**src/common/pinirq_pkg.sv**
```systemverilog
// constants, state type and helper functions for the pin interrupt controller
package pinirq_pkg;
    // ==========================================
    // register offsets (byte address of word)
    localparam logic [5:0] OFS_CONTROL = 6'h00;
    localparam logic [5:0] OFS_EVENT = 6'h04;
    localparam logic [5:0] OFS_EN_CLR = 6'h08;
    localparam logic [5:0] OFS_EN_SET = 6'h0c;
    localparam logic [5:0] OFS_FLAGS = 6'h10;
    localparam logic [5:0] OFS_WAKE = 6'h14;
    localparam logic [5:0] OFS_CFG_A = 6'h18;
    localparam logic [5:0] OFS_CFG_B = 6'h1c;
    localparam logic [5:0] OFS_CFG_C = 6'h20;
    // ==========================================
    // field positions
    localparam int CTRL_RESET_BIT = 0;
    localparam int CTRL_ENABLE_BIT = 1;
    localparam int STATUS_BUSY_BIT = 7;
    localparam int NM_FILTER_BIT = 3;
    localparam int CFG_FILTER_BIT = 3;
    localparam int CFG_FIELD_W = 4;
    localparam int CFG_BITS = 96;
    // ==========================================
    // sense codes
    localparam logic [2:0] SENSE_NONE = 3'h0;
    localparam logic [2:0] SENSE_RISE = 3'h1;
    localparam logic [2:0] SENSE_FALL = 3'h2;
    localparam logic [2:0] SENSE_BOTH = 3'h3;
    localparam logic [2:0] SENSE_HIGH = 3'h4;
    localparam logic [2:0] SENSE_LOW = 3'h5;
    // ==========================================
    // reset values and timing
    localparam logic [31:0] RESET_WORD = 32'h0000_0000;
    localparam int SYNC_STAGES = 2;

    typedef struct packed {
        logic ctrl_enable;
        logic ctrl_reset;
        logic enabled;
        logic nm_filter;
        logic [2:0] nm_sense;
        logic nm_flag;
        logic nm_irq;
        logic wake;
        logic [31:0] evt_en;
        logic [31:0] irq_en;
        logic [31:0] flags;
        logic [31:0] wake_en;
        logic [31:0] owned;
        logic [31:0] sel_b;
        logic [31:0] irq;
        logic [31:0] event_out;
        logic [31:0] rdata;
        logic [CFG_BITS-1:0] cfg;
    } pinirq_state_t;

    function automatic logic pinirq_maj(input logic a, input logic b, input logic c);
        pinirq_maj = (a & b) | (a & c) | (b & c);
    endfunction : pinirq_maj

    function automatic logic pinirq_hits(input logic [2:0] sense, input logic cur,
                                         input logic prev);
        // [RQ21] sense code decode
        case (sense)
            SENSE_RISE: pinirq_hits = cur & ~prev;
            SENSE_FALL: pinirq_hits = ~cur & prev;
            SENSE_BOTH: pinirq_hits = cur ^ prev;
            SENSE_HIGH: pinirq_hits = cur;
            SENSE_LOW: pinirq_hits = ~cur;
            // [RQ25] reserved codes detect nothing
            default: pinirq_hits = 1'b0;
        endcase
    endfunction : pinirq_hits

    function automatic logic [31:0] pinirq_merge(input logic [31:0] old,
                                                 input logic [31:0] wd,
                                                 input logic [3:0] be);
        logic [31:0] m;
        m = {{8{be[3]}}, {8{be[2]}}, {8{be[1]}}, {8{be[0]}}};
        pinirq_merge = (old & ~m) | (wd & m);
    endfunction : pinirq_merge
endpackage : pinirq_pkg

```
**src/verilog/pinirq_detect.sv**
```systemverilog
// per-pin sampler, optional majority filter and sense detector
`timescale 1ns/1ps
module pinirq_detect (
    input wire logic i_clk,
    input wire logic i_rst_b,
    input wire logic i_soft_clr,
    input wire logic i_pin,
    input wire logic i_filter_en,
    input wire logic [2:0] i_sense,
    output logic o_hit
);
    typedef struct packed {
        logic [2:0] smp;
        logic prev;
        logic hit;
    } pinirq_det_t;

    pinirq_det_t r;
    pinirq_det_t next_r;
    logic filt;

    always_comb begin
        next_r = r;
        // [RQ23] majority of three
        filt = i_filter_en ? pinirq_pkg::pinirq_maj(r.smp[0], r.smp[1], r.smp[2]) : r.smp[0];
        next_r.smp = {r.smp[1:0], i_pin};
        next_r.prev = filt;
        // [RQ24] edge vs level
        next_r.hit = pinirq_pkg::pinirq_hits(i_sense, filt, r.prev);
        if (i_soft_clr) begin
            next_r = '0;
        end
    end

    always_ff @(posedge i_clk or negedge i_rst_b) begin
        if (!i_rst_b) begin
            r <= '0;
        end else begin
            r <= next_r;
        end
    end

    assign o_hit = r.hit;
endmodule : pinirq_detect

```
**src/verilog/pinirq_sync.sv**
```systemverilog
// busy tracker for control writes crossing into the peripheral side
`timescale 1ns/1ps
module pinirq_sync #(
    parameter int STAGES = pinirq_pkg::SYNC_STAGES
) (
    input wire logic i_clk,
    input wire logic i_rst_b,
    input wire logic i_start,
    output logic o_busy,
    output logic o_done
);
    typedef enum logic {S_IDLE, S_RUN} pinirq_sst_t;
    typedef struct packed {
        pinirq_sst_t st;
        logic [3:0] cnt;
        logic done;
    } pinirq_sync_t;

    pinirq_sync_t r;
    pinirq_sync_t next_r;

    always_comb begin
        next_r = r;
        next_r.done = 1'b0;
        case (r.st)
            S_IDLE: begin
                if (i_start) begin
                    next_r.st = S_RUN;
                    next_r.cnt = 4'(STAGES - 1);
                end
            end
            S_RUN: begin
                if (r.cnt == 4'h0) begin
                    next_r.st = S_IDLE;
                    next_r.done = 1'b1;
                end else begin
                    next_r.cnt = r.cnt - 4'h1;
                end
            end
            default: next_r.st = S_IDLE;
        endcase
    end

    always_ff @(posedge i_clk or negedge i_rst_b) begin
        if (!i_rst_b) begin
            r <= '{st: S_IDLE, cnt: 4'h0, done: 1'b0};
        end else begin
            r <= next_r;
        end
    end

    assign o_busy = (r.st == S_RUN);
    assign o_done = r.done;
endmodule : pinirq_sync

```
**src/verilog/pinirq_ctl.sv**
```systemverilog
// pin interrupt controller: flags, enables, events, wake and register port
// What this block and its host must do
// [RQ1] nonmask sense set only in own register
// [RQ2] nonmask filter bit turns on majority vote
// [RQ3] nonmask detection ignores global enable
// [RQ4] nonmask flag always requests, never masked
// [RQ5] each source owns one flag
// [RQ6] enable set/clear by writing ones
// [RQ7] request equals flag and enable
// [RQ8] request holds until flag/enable cleared
// [RQ9] one request per line plus nonmask
// [RQ10] first programmed pin owns shared line
// [RQ11] event enable bit gates pin event
// [RQ12] event emitted for every enabled detection
// [RQ13] sleep wake only with wake enable
// [RQ14] software avoids wake without irq enable
// [RQ15] synchronised write sets busy at once
// [RQ16] write during busy stalls then completes
// [RQ17] enable and soft reset are synchronised
// [RQ18] processor must enable interrupts globally
// [RQ19] handler reads flag registers for cause
// [RQ20] host enables a clock for edges
// [RQ21] nonmask sense code decode table
// [RQ22] nonmask flag cleared by writing one
// [RQ23] filter passes two-of-three sample value
// [RQ24] level re-sets flag, edge needs new edge
// [RQ25] reserved sense codes detect nothing
`timescale 1ns/1ps
module pinirq_ctl #(
    parameter int NPINS = 16
) (
    input wire logic i_clk,
    input wire logic i_rst_b,
    input wire logic [5:0] i_addr,
    input wire logic i_wr,
    input wire logic i_rd,
    input wire logic [3:0] i_be,
    input wire logic [31:0] i_wdata,
    input wire logic [NPINS-1:0] i_pin_a,
    input wire logic [NPINS-1:0] i_pin_b,
    input wire logic [NPINS-1:0] i_route_a,
    input wire logic [NPINS-1:0] i_route_b,
    input wire logic i_nm_pin,
    input wire logic i_sleep,
    output logic [31:0] o_rdata,
    output logic o_stall,
    output logic [NPINS-1:0] o_irq,
    output logic o_nm_irq,
    output logic [NPINS-1:0] o_event,
    output logic o_wake
);
    pinirq_pkg::pinirq_state_t r;
    pinirq_pkg::pinirq_state_t next_r;
    logic [NPINS-1:0] pin_src;
    logic [NPINS-1:0] pin_hit;
    logic [31:0] ext_hit;
    logic [31:0] pmask;
    logic nm_hit;
    logic sync_busy;
    logic sync_done;
    logic sync_start;
    logic soft_clr;
    logic ctrl_wr;
    logic wr_ok;
    logic [31:0] wm;

    assign pmask = 32'((64'h1 << NPINS) - 64'h1);
    assign soft_clr = sync_done & r.ctrl_reset;
    assign ctrl_wr = i_wr && (i_addr == pinirq_pkg::OFS_CONTROL) && i_be[0];
    // [RQ16] stall a control write while busy
    assign wr_ok = i_wr && !(ctrl_wr && sync_busy);
    assign sync_start = ctrl_wr && !sync_busy;
    assign wm = i_wdata & {{8{i_be[3]}}, {8{i_be[2]}}, {8{i_be[1]}}, {8{i_be[0]}}};

    // ==========================================
    // shared line ownership and detectors
    // [RQ10] owning pin selects source
    assign pin_src = (r.sel_b[NPINS-1:0] & i_pin_b) | (~r.sel_b[NPINS-1:0] & i_pin_a);

    for (genvar g = 0; g < NPINS; g++) begin : g_det
        pinirq_detect u_det (
            .i_clk(i_clk),
            .i_rst_b(i_rst_b),
            .i_soft_clr(soft_clr),
            .i_pin(pin_src[g]),
            .i_filter_en(r.cfg[g*pinirq_pkg::CFG_FIELD_W + pinirq_pkg::CFG_FILTER_BIT]),
            .i_sense(r.cfg[g*pinirq_pkg::CFG_FIELD_W +: 3]),
            .o_hit(pin_hit[g])
        );
    end

    // [RQ1] nonmask sense from its own register
    // [RQ2] nonmask filter bit selects vote
    pinirq_detect u_nm_det (
        .i_clk(i_clk),
        .i_rst_b(i_rst_b),
        .i_soft_clr(soft_clr),
        .i_pin(i_nm_pin),
        .i_filter_en(r.nm_filter),
        .i_sense(r.nm_sense),
        .o_hit(nm_hit)
    );

    // [RQ17] enable and soft reset synchronised
    pinirq_sync u_sync (
        .i_clk(i_clk),
        .i_rst_b(i_rst_b),
        .i_start(sync_start),
        .o_busy(sync_busy),
        .o_done(sync_done)
    );

    // ==========================================
    // next state
    always_comb begin
        next_r = r;
        ext_hit = 32'h0;
        ext_hit[NPINS-1:0] = pin_hit & r.owned[NPINS-1:0] & {NPINS{r.enabled}};
        for (int i = 0; i < NPINS; i++) begin
            if (!r.owned[i]) begin
                if (i_route_a[i] || i_route_b[i]) begin
                    next_r.owned[i] = 1'b1;
                    next_r.sel_b[i] = ~i_route_a[i];
                end
            end else if (r.sel_b[i] ? !i_route_b[i] : !i_route_a[i]) begin
                next_r.owned[i] = 1'b0;
            end
        end
        if (wr_ok) begin
            case (i_addr)
                pinirq_pkg::OFS_CONTROL: begin
                    if (i_be[0]) begin
                        // [RQ17] soft reset discards other bits
                        if (i_wdata[pinirq_pkg::CTRL_RESET_BIT]) begin
                            next_r.ctrl_reset = 1'b1;
                            next_r.ctrl_enable = 1'b0;
                        end else begin
                            next_r.ctrl_enable = i_wdata[pinirq_pkg::CTRL_ENABLE_BIT];
                        end
                    end
                    if (i_be[2]) begin
                        next_r.nm_filter = i_wdata[16 + pinirq_pkg::NM_FILTER_BIT];
                        next_r.nm_sense = i_wdata[18:16];
                    end
                    // [RQ22] write one clears nonmask flag
                    if (i_be[3] && i_wdata[24]) begin
                        next_r.nm_flag = 1'b0;
                    end
                end
                pinirq_pkg::OFS_EVENT: begin
                    // [RQ11] event output enables
                    next_r.evt_en = pinirq_pkg::pinirq_merge(r.evt_en, i_wdata, i_be) & pmask;
                end
                pinirq_pkg::OFS_EN_CLR: begin
                    // [RQ6] clear by ones
                    next_r.irq_en = r.irq_en & ~wm;
                end
                pinirq_pkg::OFS_EN_SET: begin
                    // [RQ6] set by ones
                    next_r.irq_en = (r.irq_en | wm) & pmask;
                end
                pinirq_pkg::OFS_FLAGS: begin
                    next_r.flags = r.flags & ~wm;
                end
                pinirq_pkg::OFS_WAKE: begin
                    next_r.wake_en = pinirq_pkg::pinirq_merge(r.wake_en, i_wdata, i_be) & pmask;
                end
                pinirq_pkg::OFS_CFG_A: begin
                    next_r.cfg[31:0] = pinirq_pkg::pinirq_merge(r.cfg[31:0], i_wdata, i_be);
                end
                pinirq_pkg::OFS_CFG_B: begin
                    next_r.cfg[63:32] = pinirq_pkg::pinirq_merge(r.cfg[63:32], i_wdata, i_be);
                end
                pinirq_pkg::OFS_CFG_C: begin
                    next_r.cfg[95:64] = pinirq_pkg::pinirq_merge(r.cfg[95:64], i_wdata, i_be);
                end
                default: begin
                end
            endcase
        end
        // [RQ5] flags set on detection, set wins
        next_r.flags = next_r.flags | ext_hit;
        // [RQ3] nonmask flag independent of enable
        next_r.nm_flag = next_r.nm_flag | nm_hit;
        if (sync_done) begin
            next_r.enabled = r.ctrl_enable;
        end
        // [RQ7] request is flag and enable
        next_r.irq = next_r.flags & next_r.irq_en;
        // [RQ4] nonmask request follows flag only
        next_r.nm_irq = next_r.nm_flag;
        // [RQ12] event per enabled detection
        next_r.event_out = ext_hit & r.evt_en;
        // [RQ13] wake only with wake enable
        next_r.wake = i_sleep && ((ext_hit & r.wake_en) != 32'h0);
        if (i_rd) begin
            case (i_addr)
                pinirq_pkg::OFS_CONTROL: begin
                    next_r.rdata = {7'h0, r.nm_flag, 4'h0, r.nm_filter, r.nm_sense,
                                    sync_busy, 7'h0, 6'h0, r.ctrl_enable, r.ctrl_reset};
                end
                pinirq_pkg::OFS_EVENT: next_r.rdata = r.evt_en;
                pinirq_pkg::OFS_EN_CLR: next_r.rdata = r.irq_en;
                pinirq_pkg::OFS_EN_SET: next_r.rdata = r.irq_en;
                pinirq_pkg::OFS_FLAGS: next_r.rdata = r.flags;
                pinirq_pkg::OFS_WAKE: next_r.rdata = r.wake_en;
                pinirq_pkg::OFS_CFG_A: next_r.rdata = r.cfg[31:0];
                pinirq_pkg::OFS_CFG_B: next_r.rdata = r.cfg[63:32];
                pinirq_pkg::OFS_CFG_C: next_r.rdata = r.cfg[95:64];
                default: next_r.rdata = pinirq_pkg::RESET_WORD;
            endcase
        end
        // [RQ17] soft reset returns all to reset state
        if (soft_clr) begin
            next_r = '0;
        end
    end

    always_ff @(posedge i_clk or negedge i_rst_b) begin
        if (!i_rst_b) begin
            r <= '0;
        end else begin
            r <= next_r;
        end
    end

    // ==========================================
    // outputs
    // [RQ9] one request per line plus nonmask
    assign o_irq = r.irq[NPINS-1:0];
    assign o_nm_irq = r.nm_irq;
    assign o_event = r.event_out[NPINS-1:0];
    assign o_wake = r.wake;
    assign o_rdata = r.rdata;
    // [RQ15] busy drives the stall
    assign o_stall = sync_busy;
endmodule : pinirq_ctl

```
**config.mk**
```make
export PLATFORM = sky130hd
export DESIGN_NAME = pinirq_ctl
export DESIGN_NICKNAME = d
export VERILOG_FILES = /design/src/common/pinirq_pkg.sv /design/src/verilog/pinirq_detect.sv /design/src/verilog/pinirq_sync.sv /design/src/verilog/pinirq_ctl.sv
export SDC_FILE = /design/constraint.sdc
export NUM_CORES = 1
export LEC_CHECK = 0
export CORE_AREA = 2 2 255 257
export CTS_BUF_LIST = sky130_fd_sc_hd__clkbuf_16
export CTS_CLUSTER_DIAMETER = 50
export DETAILED_ROUTE_END_ITERATION = 12
export DIE_AREA = 0 0 257 259
export DONT_BUFFER_PORTS = 1
export PLACE_DENSITY = 0.39
export SLEW_MARGIN = 25
export SYNTH_ARGS = -nofsm -noshare
export SYNTH_HDL_FRONTEND = slang
export SYNTH_SLANG_ARGS = --single-unit
```
**constraint.sdc**
```tcl
create_clock -name i_clk -period 4.3 [get_ports i_clk]
set_input_delay 0.215 -clock i_clk [delete_from_list [all_inputs] [get_ports i_clk]]
set_output_delay 0.215 -clock i_clk [all_outputs]
set_load 0.005 [all_outputs]
```
==> qor_table.md <==
| Metric | Value |
|---|---|
| Count of flip-flops with a built-in enable after synthesis | 0 |
| Most frequently used cell type in the post-synthesis netlist | sky130_fd_sc_hd__dfrtp_1 |
| Crit path cell chain | and2_4 > nor4b_4 > and2_1 > a221o_1 > dlygate4sd3_1 |
| Count of state elements after synthesis | 388 |
| Post-detailed-route count of antenna-violating nets | 0 |
| Fraction of the yosys area taken by sequential cells | 51.3% |
| Row Count | 93 |
| # resized after CTS | 0 |
| Clock Power Share | 40.6% |
| Clock period minus final worst setup slack | 2810 ps |
| Ratio of total power to cell area | 530 nW/µm² |
| Net switching component of the power | 3.62 mW |
| Switching power as a share of total power | 30.1% |
| Biggest fanout along the worst timing path | 24 |
| Final setup violating endpoints | 0 |
| Max cap viols | 0 |
| Reg power frac | 41.9% |
| Result of the run | complete, but fails checks |
| Hold slack final | -699 ps |
| Area leader, netlist | sky130_fd_sc_hd__dfrtp_1 |
| Routed WL per cell | 25.0 µm |
| Maximum number of pins on one net before global-route repair | 389 |
| Share of flip-flops with an asynchronous set or reset | 100% |
| Mapped Area | 18,900 µm² |
| Cell with the largest stage delay on the worst path | sky130_fd_sc_hd__nor4b_4 |
| Final Net Count | 2,017 |
| Max H-tree Level | 2 |
| Max transition margin | 16.1% |
| Sum of internal, switching and leakage power | 12.0 mW |
| Synthesis-to-layout area growth | 20.0% |
| Cell internal pwr | 8.42 mW |
| Initial DRT Pass Iterations | 6 |
| CP arrival | 3350 ps |
| Proportion of netlist area held by the largest area contributor | 51.3% |
| Syn Inst Count | 1,814 |
| Vertical die dimension | 259 µm |
| Post-cts hold buffer count | 143 |
| Cell at the root of the clock tree | sky130_fd_sc_hd__clkbuf_16 |
| Final Hold Viols | 388 |
| Number of antenna violations at the first check in global routing | 6 |
| Share of layout cells above drive strength 1 | 7.90% |
| Die Outline Area | 66,600 µm² |
| IO Pins | 179 |
| Static Leakage | 10.2 nW |
| Number of port buffers | 0 |
| Clock sink count | 388 |
| Post-CTS repair timing setup buffer count | 0 |
| Total overflow reported by the global router | 0 |
| Violations in the final reports | hold timing |
| Horiz. Die Dim | 257 µm |
| Post-placement setup slack | 1690 ps |
| Total via count in the routed design | 14,900 |
| Detailed-route DRC error count | 0 |
| Clk_skew | 18.5 ps |
| Core ar. | 63,900 µm² |
| Total wire length after detailed routing | 69.5 mm |
| Average cell area after synthesis | 10.4 µm² |
| Starting density of the core | 29.6% |
| Combinational Power Share | 17.5% |
| Measured slew at the worst slew-check pin | 1260 ps |
| Number of filler instances in the final layout | 6,371 |
| Kind of critical path | register to register |
| Number of buffers created by CTS | 61 |
| Synth warn | 0 |
| Via count of the first global-routing pass | 14,900 |
| Crit path largest cell delay | 790 ps |
| Final count of pins violating max slew | 0 |
| Count of different cell masters after synthesis | 64 |
| Timing-limited maximum frequency | 0.356 GHz |
| CTS tree | done |
| Setup slack after layout | 1490 ps |
| Dominant cells by area after synthesis | sky130_fd_sc_hd__dfrtp_1 51%, sky130_fd_sc_hd__mux2i_1 6.7%, sky130_fd_sc_hd__nor2_1 4.0% |
| Main synth FF type | sky130_fd_sc_hd__dfrtp_1 |
| HPWL Detailed | 43.3 mm |
| Aggregate negative setup slack | 0 ps |
| Top cell types by occurrence after synthesis | 388 x sky130_fd_sc_hd__dfrtp_1, 202 x sky130_fd_sc_hd__nor2_1, 127 x sky130_fd_sc_hd__mux2i_1 |
| Setup repair after global routing missed its margin | false |
| 1st-iter DRT viols | 1,299 |
| Clock latency at the later pin of the worst-skew pair | 620 ps |
| Worst Path Required | 4840 ps |
| Total global-route track usage | 20.7% |
| Setup crit end kind | register |
| First-pass GRT wire length | 103 mm |
| Weighted congestion reported at the end of routability-driven placement | 0.788 |
| Setup crit start kind | register |
| Maximum count of clock buffers along a single path | 3 |
| Clock transition at path regs | 50 ps |
| Final clock period utilization by the worst path | 65.4% |
| Post-synthesis net count | 1,961 |
| Maximum VDD drop | 347 µV |
| Min-delay worst type | primary input to asynchronous set/reset pin |
| Number of vias per cell | 5.37 |
## worst max-delay path, delay by kind of cell, from the launching register on
family | cells | cell delay, ps
AND/OR/NAND/NOR | 3 | 1540
buffers and inverters | 1 | 550
flip-flops | 1 | 450
AO/OA/AOI/OAI | 1 | 200
## state kept, by name, indices dropped and copies added, names as in the netlist
signal,flops
g_det.u_det.o_hit,16
u_sync.o_done,1
o_rdata,32
u_nm_det.o_hit,1
o_irq,16
o_event,16
r,232
u_nm_det.r,4
o_wake,1
g_det.u_det.r,64
u_sync.o_busy,1
u_sync.r,4
## final timing paths
check | from | to | slack (ps) | cells past startpoint
min in group i_clk | i_addr[2] | o_rdata[2]$_DFFE_PN0P_ | 40 | 3
setup reg to reg | r[392]$_DFFE_PN0P_ | r[261]$_DFFE_PN0P_ | 1490 | 5
hold reg to reg | g_det[4].u_det.r[3]$_DFF_PN0_ | g_det[4].u_det.r[4]$_DFF_PN0_ | 480 | 2
hold / removal | i_rst_b | r[200]$_DFFE_PN0P_ | -700 | 0
max in group asynchronous | i_rst_b | r[56]$_DFFE_PN0P_ | 3980 | 0
setup / recovery | r[392]$_DFFE_PN0P_ | r[261]$_DFFE_PN0P_ | 1490 | 5
## cell type report
| class | count | area [µm²] | share of cell area (%) |
|---|---|---|---|
| Antenna cell | 2 | 5.00 | 0.0220 |
| Clock buffer | 63 | 1580 | 6.94 |
| Clock inverter | 53 | 440 | 1.94 |
| Inverter | 75 | 282 | 1.24 |
| Multi-Input combinational cell | 1177 | 8010 | 35.3 |
| Sequential cell | 388 | 9710 | 42.7 |
| Tap cell | 855 | 1070 | 4.71 |
| Timing Repair Buffer | 167 | 1620 | 7.14 |
## power groups by stage
stage / registers, mW / logic (mW) / clock network (mW)
floorplan: 4.81 / 1.44 / 0
global placement: 5.09 / 1.65 / 0
detailed placement: 5.09 / 1.73 / 0
CTS: 5.04 / 2.11 / 5.01
global route: 5.14 / 2.41 / 5.20
finish: 5.04 / 2.11 / 4.90
## layout by cell type (no fill, tap or decap), types with 12 or more instances in the layout
cell type                       netlist  final
sky130_fd_sc_hd__nor2_1             202    199
sky130_fd_sc_hd__o31ai_1             21     21
sky130_fd_sc_hd__a21o_1              17     17
sky130_fd_sc_hd__nor2b_1             25     25
sky130_fd_sc_hd__mux2i_1            127    127
sky130_fd_sc_hd__o2bb2ai_1           22     22
sky130_fd_sc_hd__a22o_1              28     28
sky130_fd_sc_hd__clkbuf_16            0     63
sky130_fd_sc_hd__a32o_1              16     16
sky130_fd_sc_hd__and3_1              26     26
sky130_fd_sc_hd__a21oi_1            126    126
sky130_fd_sc_hd__o21ai_0             25     25
sky130_fd_sc_hd__nand2_1             73     72
sky130_fd_sc_hd__dlygate4sd3_1        0    142
sky130_fd_sc_hd__buf_4               65     24
sky130_fd_sc_hd__a211oi_1            37     37
sky130_fd_sc_hd__ha_1                35     35
sky130_fd_sc_hd__clkinv_1             1     12
sky130_fd_sc_hd__inv_1               74     83
sky130_fd_sc_hd__a22oi_1             43     43
sky130_fd_sc_hd__dfrtp_1            388    388
sky130_fd_sc_hd__o311a_1             17     17
sky130_fd_sc_hd__o211ai_1            13     13
sky130_fd_sc_hd__a32oi_1             17     17
sky130_fd_sc_hd__a31oi_1             29     29
sky130_fd_sc_hd__nand2b_1            41     41
sky130_fd_sc_hd__and2_1              38     38
sky130_fd_sc_hd__nand3_1             45     45
sky130_fd_sc_hd__nand4_1             35     35
sky130_fd_sc_hd__a222oi_1            19     19
sky130_fd_sc_hd__nor4_1              15     15
## metal layers
layer  wire length, µm  vias up  share of wire, %  global-route usage (%)
li1                  -     6708                 -                       -
met1             30700     7640                44                    27.9
met2             32700      453                47                    33.3
met3              4310      113               6.2                    4.58
met4              1770        4               2.5                    5.56
met5                27        -             0.039                       0
## metrics by stage
step | instance area [µm²] | instances | utilization, % | hold WS [ps]
3_3_place_gp | 19200 | 2519 | 30.1 | -60.0
5_1_grt | 22700 | 2779 | 35.6 | -722
6_report | 22700 | 2780 | 35.6 | -699
2_1_floorplan | 18900 | 1814 | - | -80.6
3_5_place_dp | 19300 | 2519 | 30.1 | -61.7
4_1_cts | 22700 | 2778 | 35.5 | -722
## kinds of logic (layout without fill, tap and decap cells)
family	after synthesis	in the layout	share of synthesized area [%]
adder cells (fa/ha/maj)	35	35	2.31
flip-flops	388	388	51.3
XOR/XNOR	2	2	0.0926
AND/OR/NAND/NOR	550	550	15.1
other	0	2	0
multiplexers	132	132	7.25
AO/OA/AOI/OAI	458	458	17.3
buffers and inverters	249	358	6.60
(Power assumes the default switching activity.)
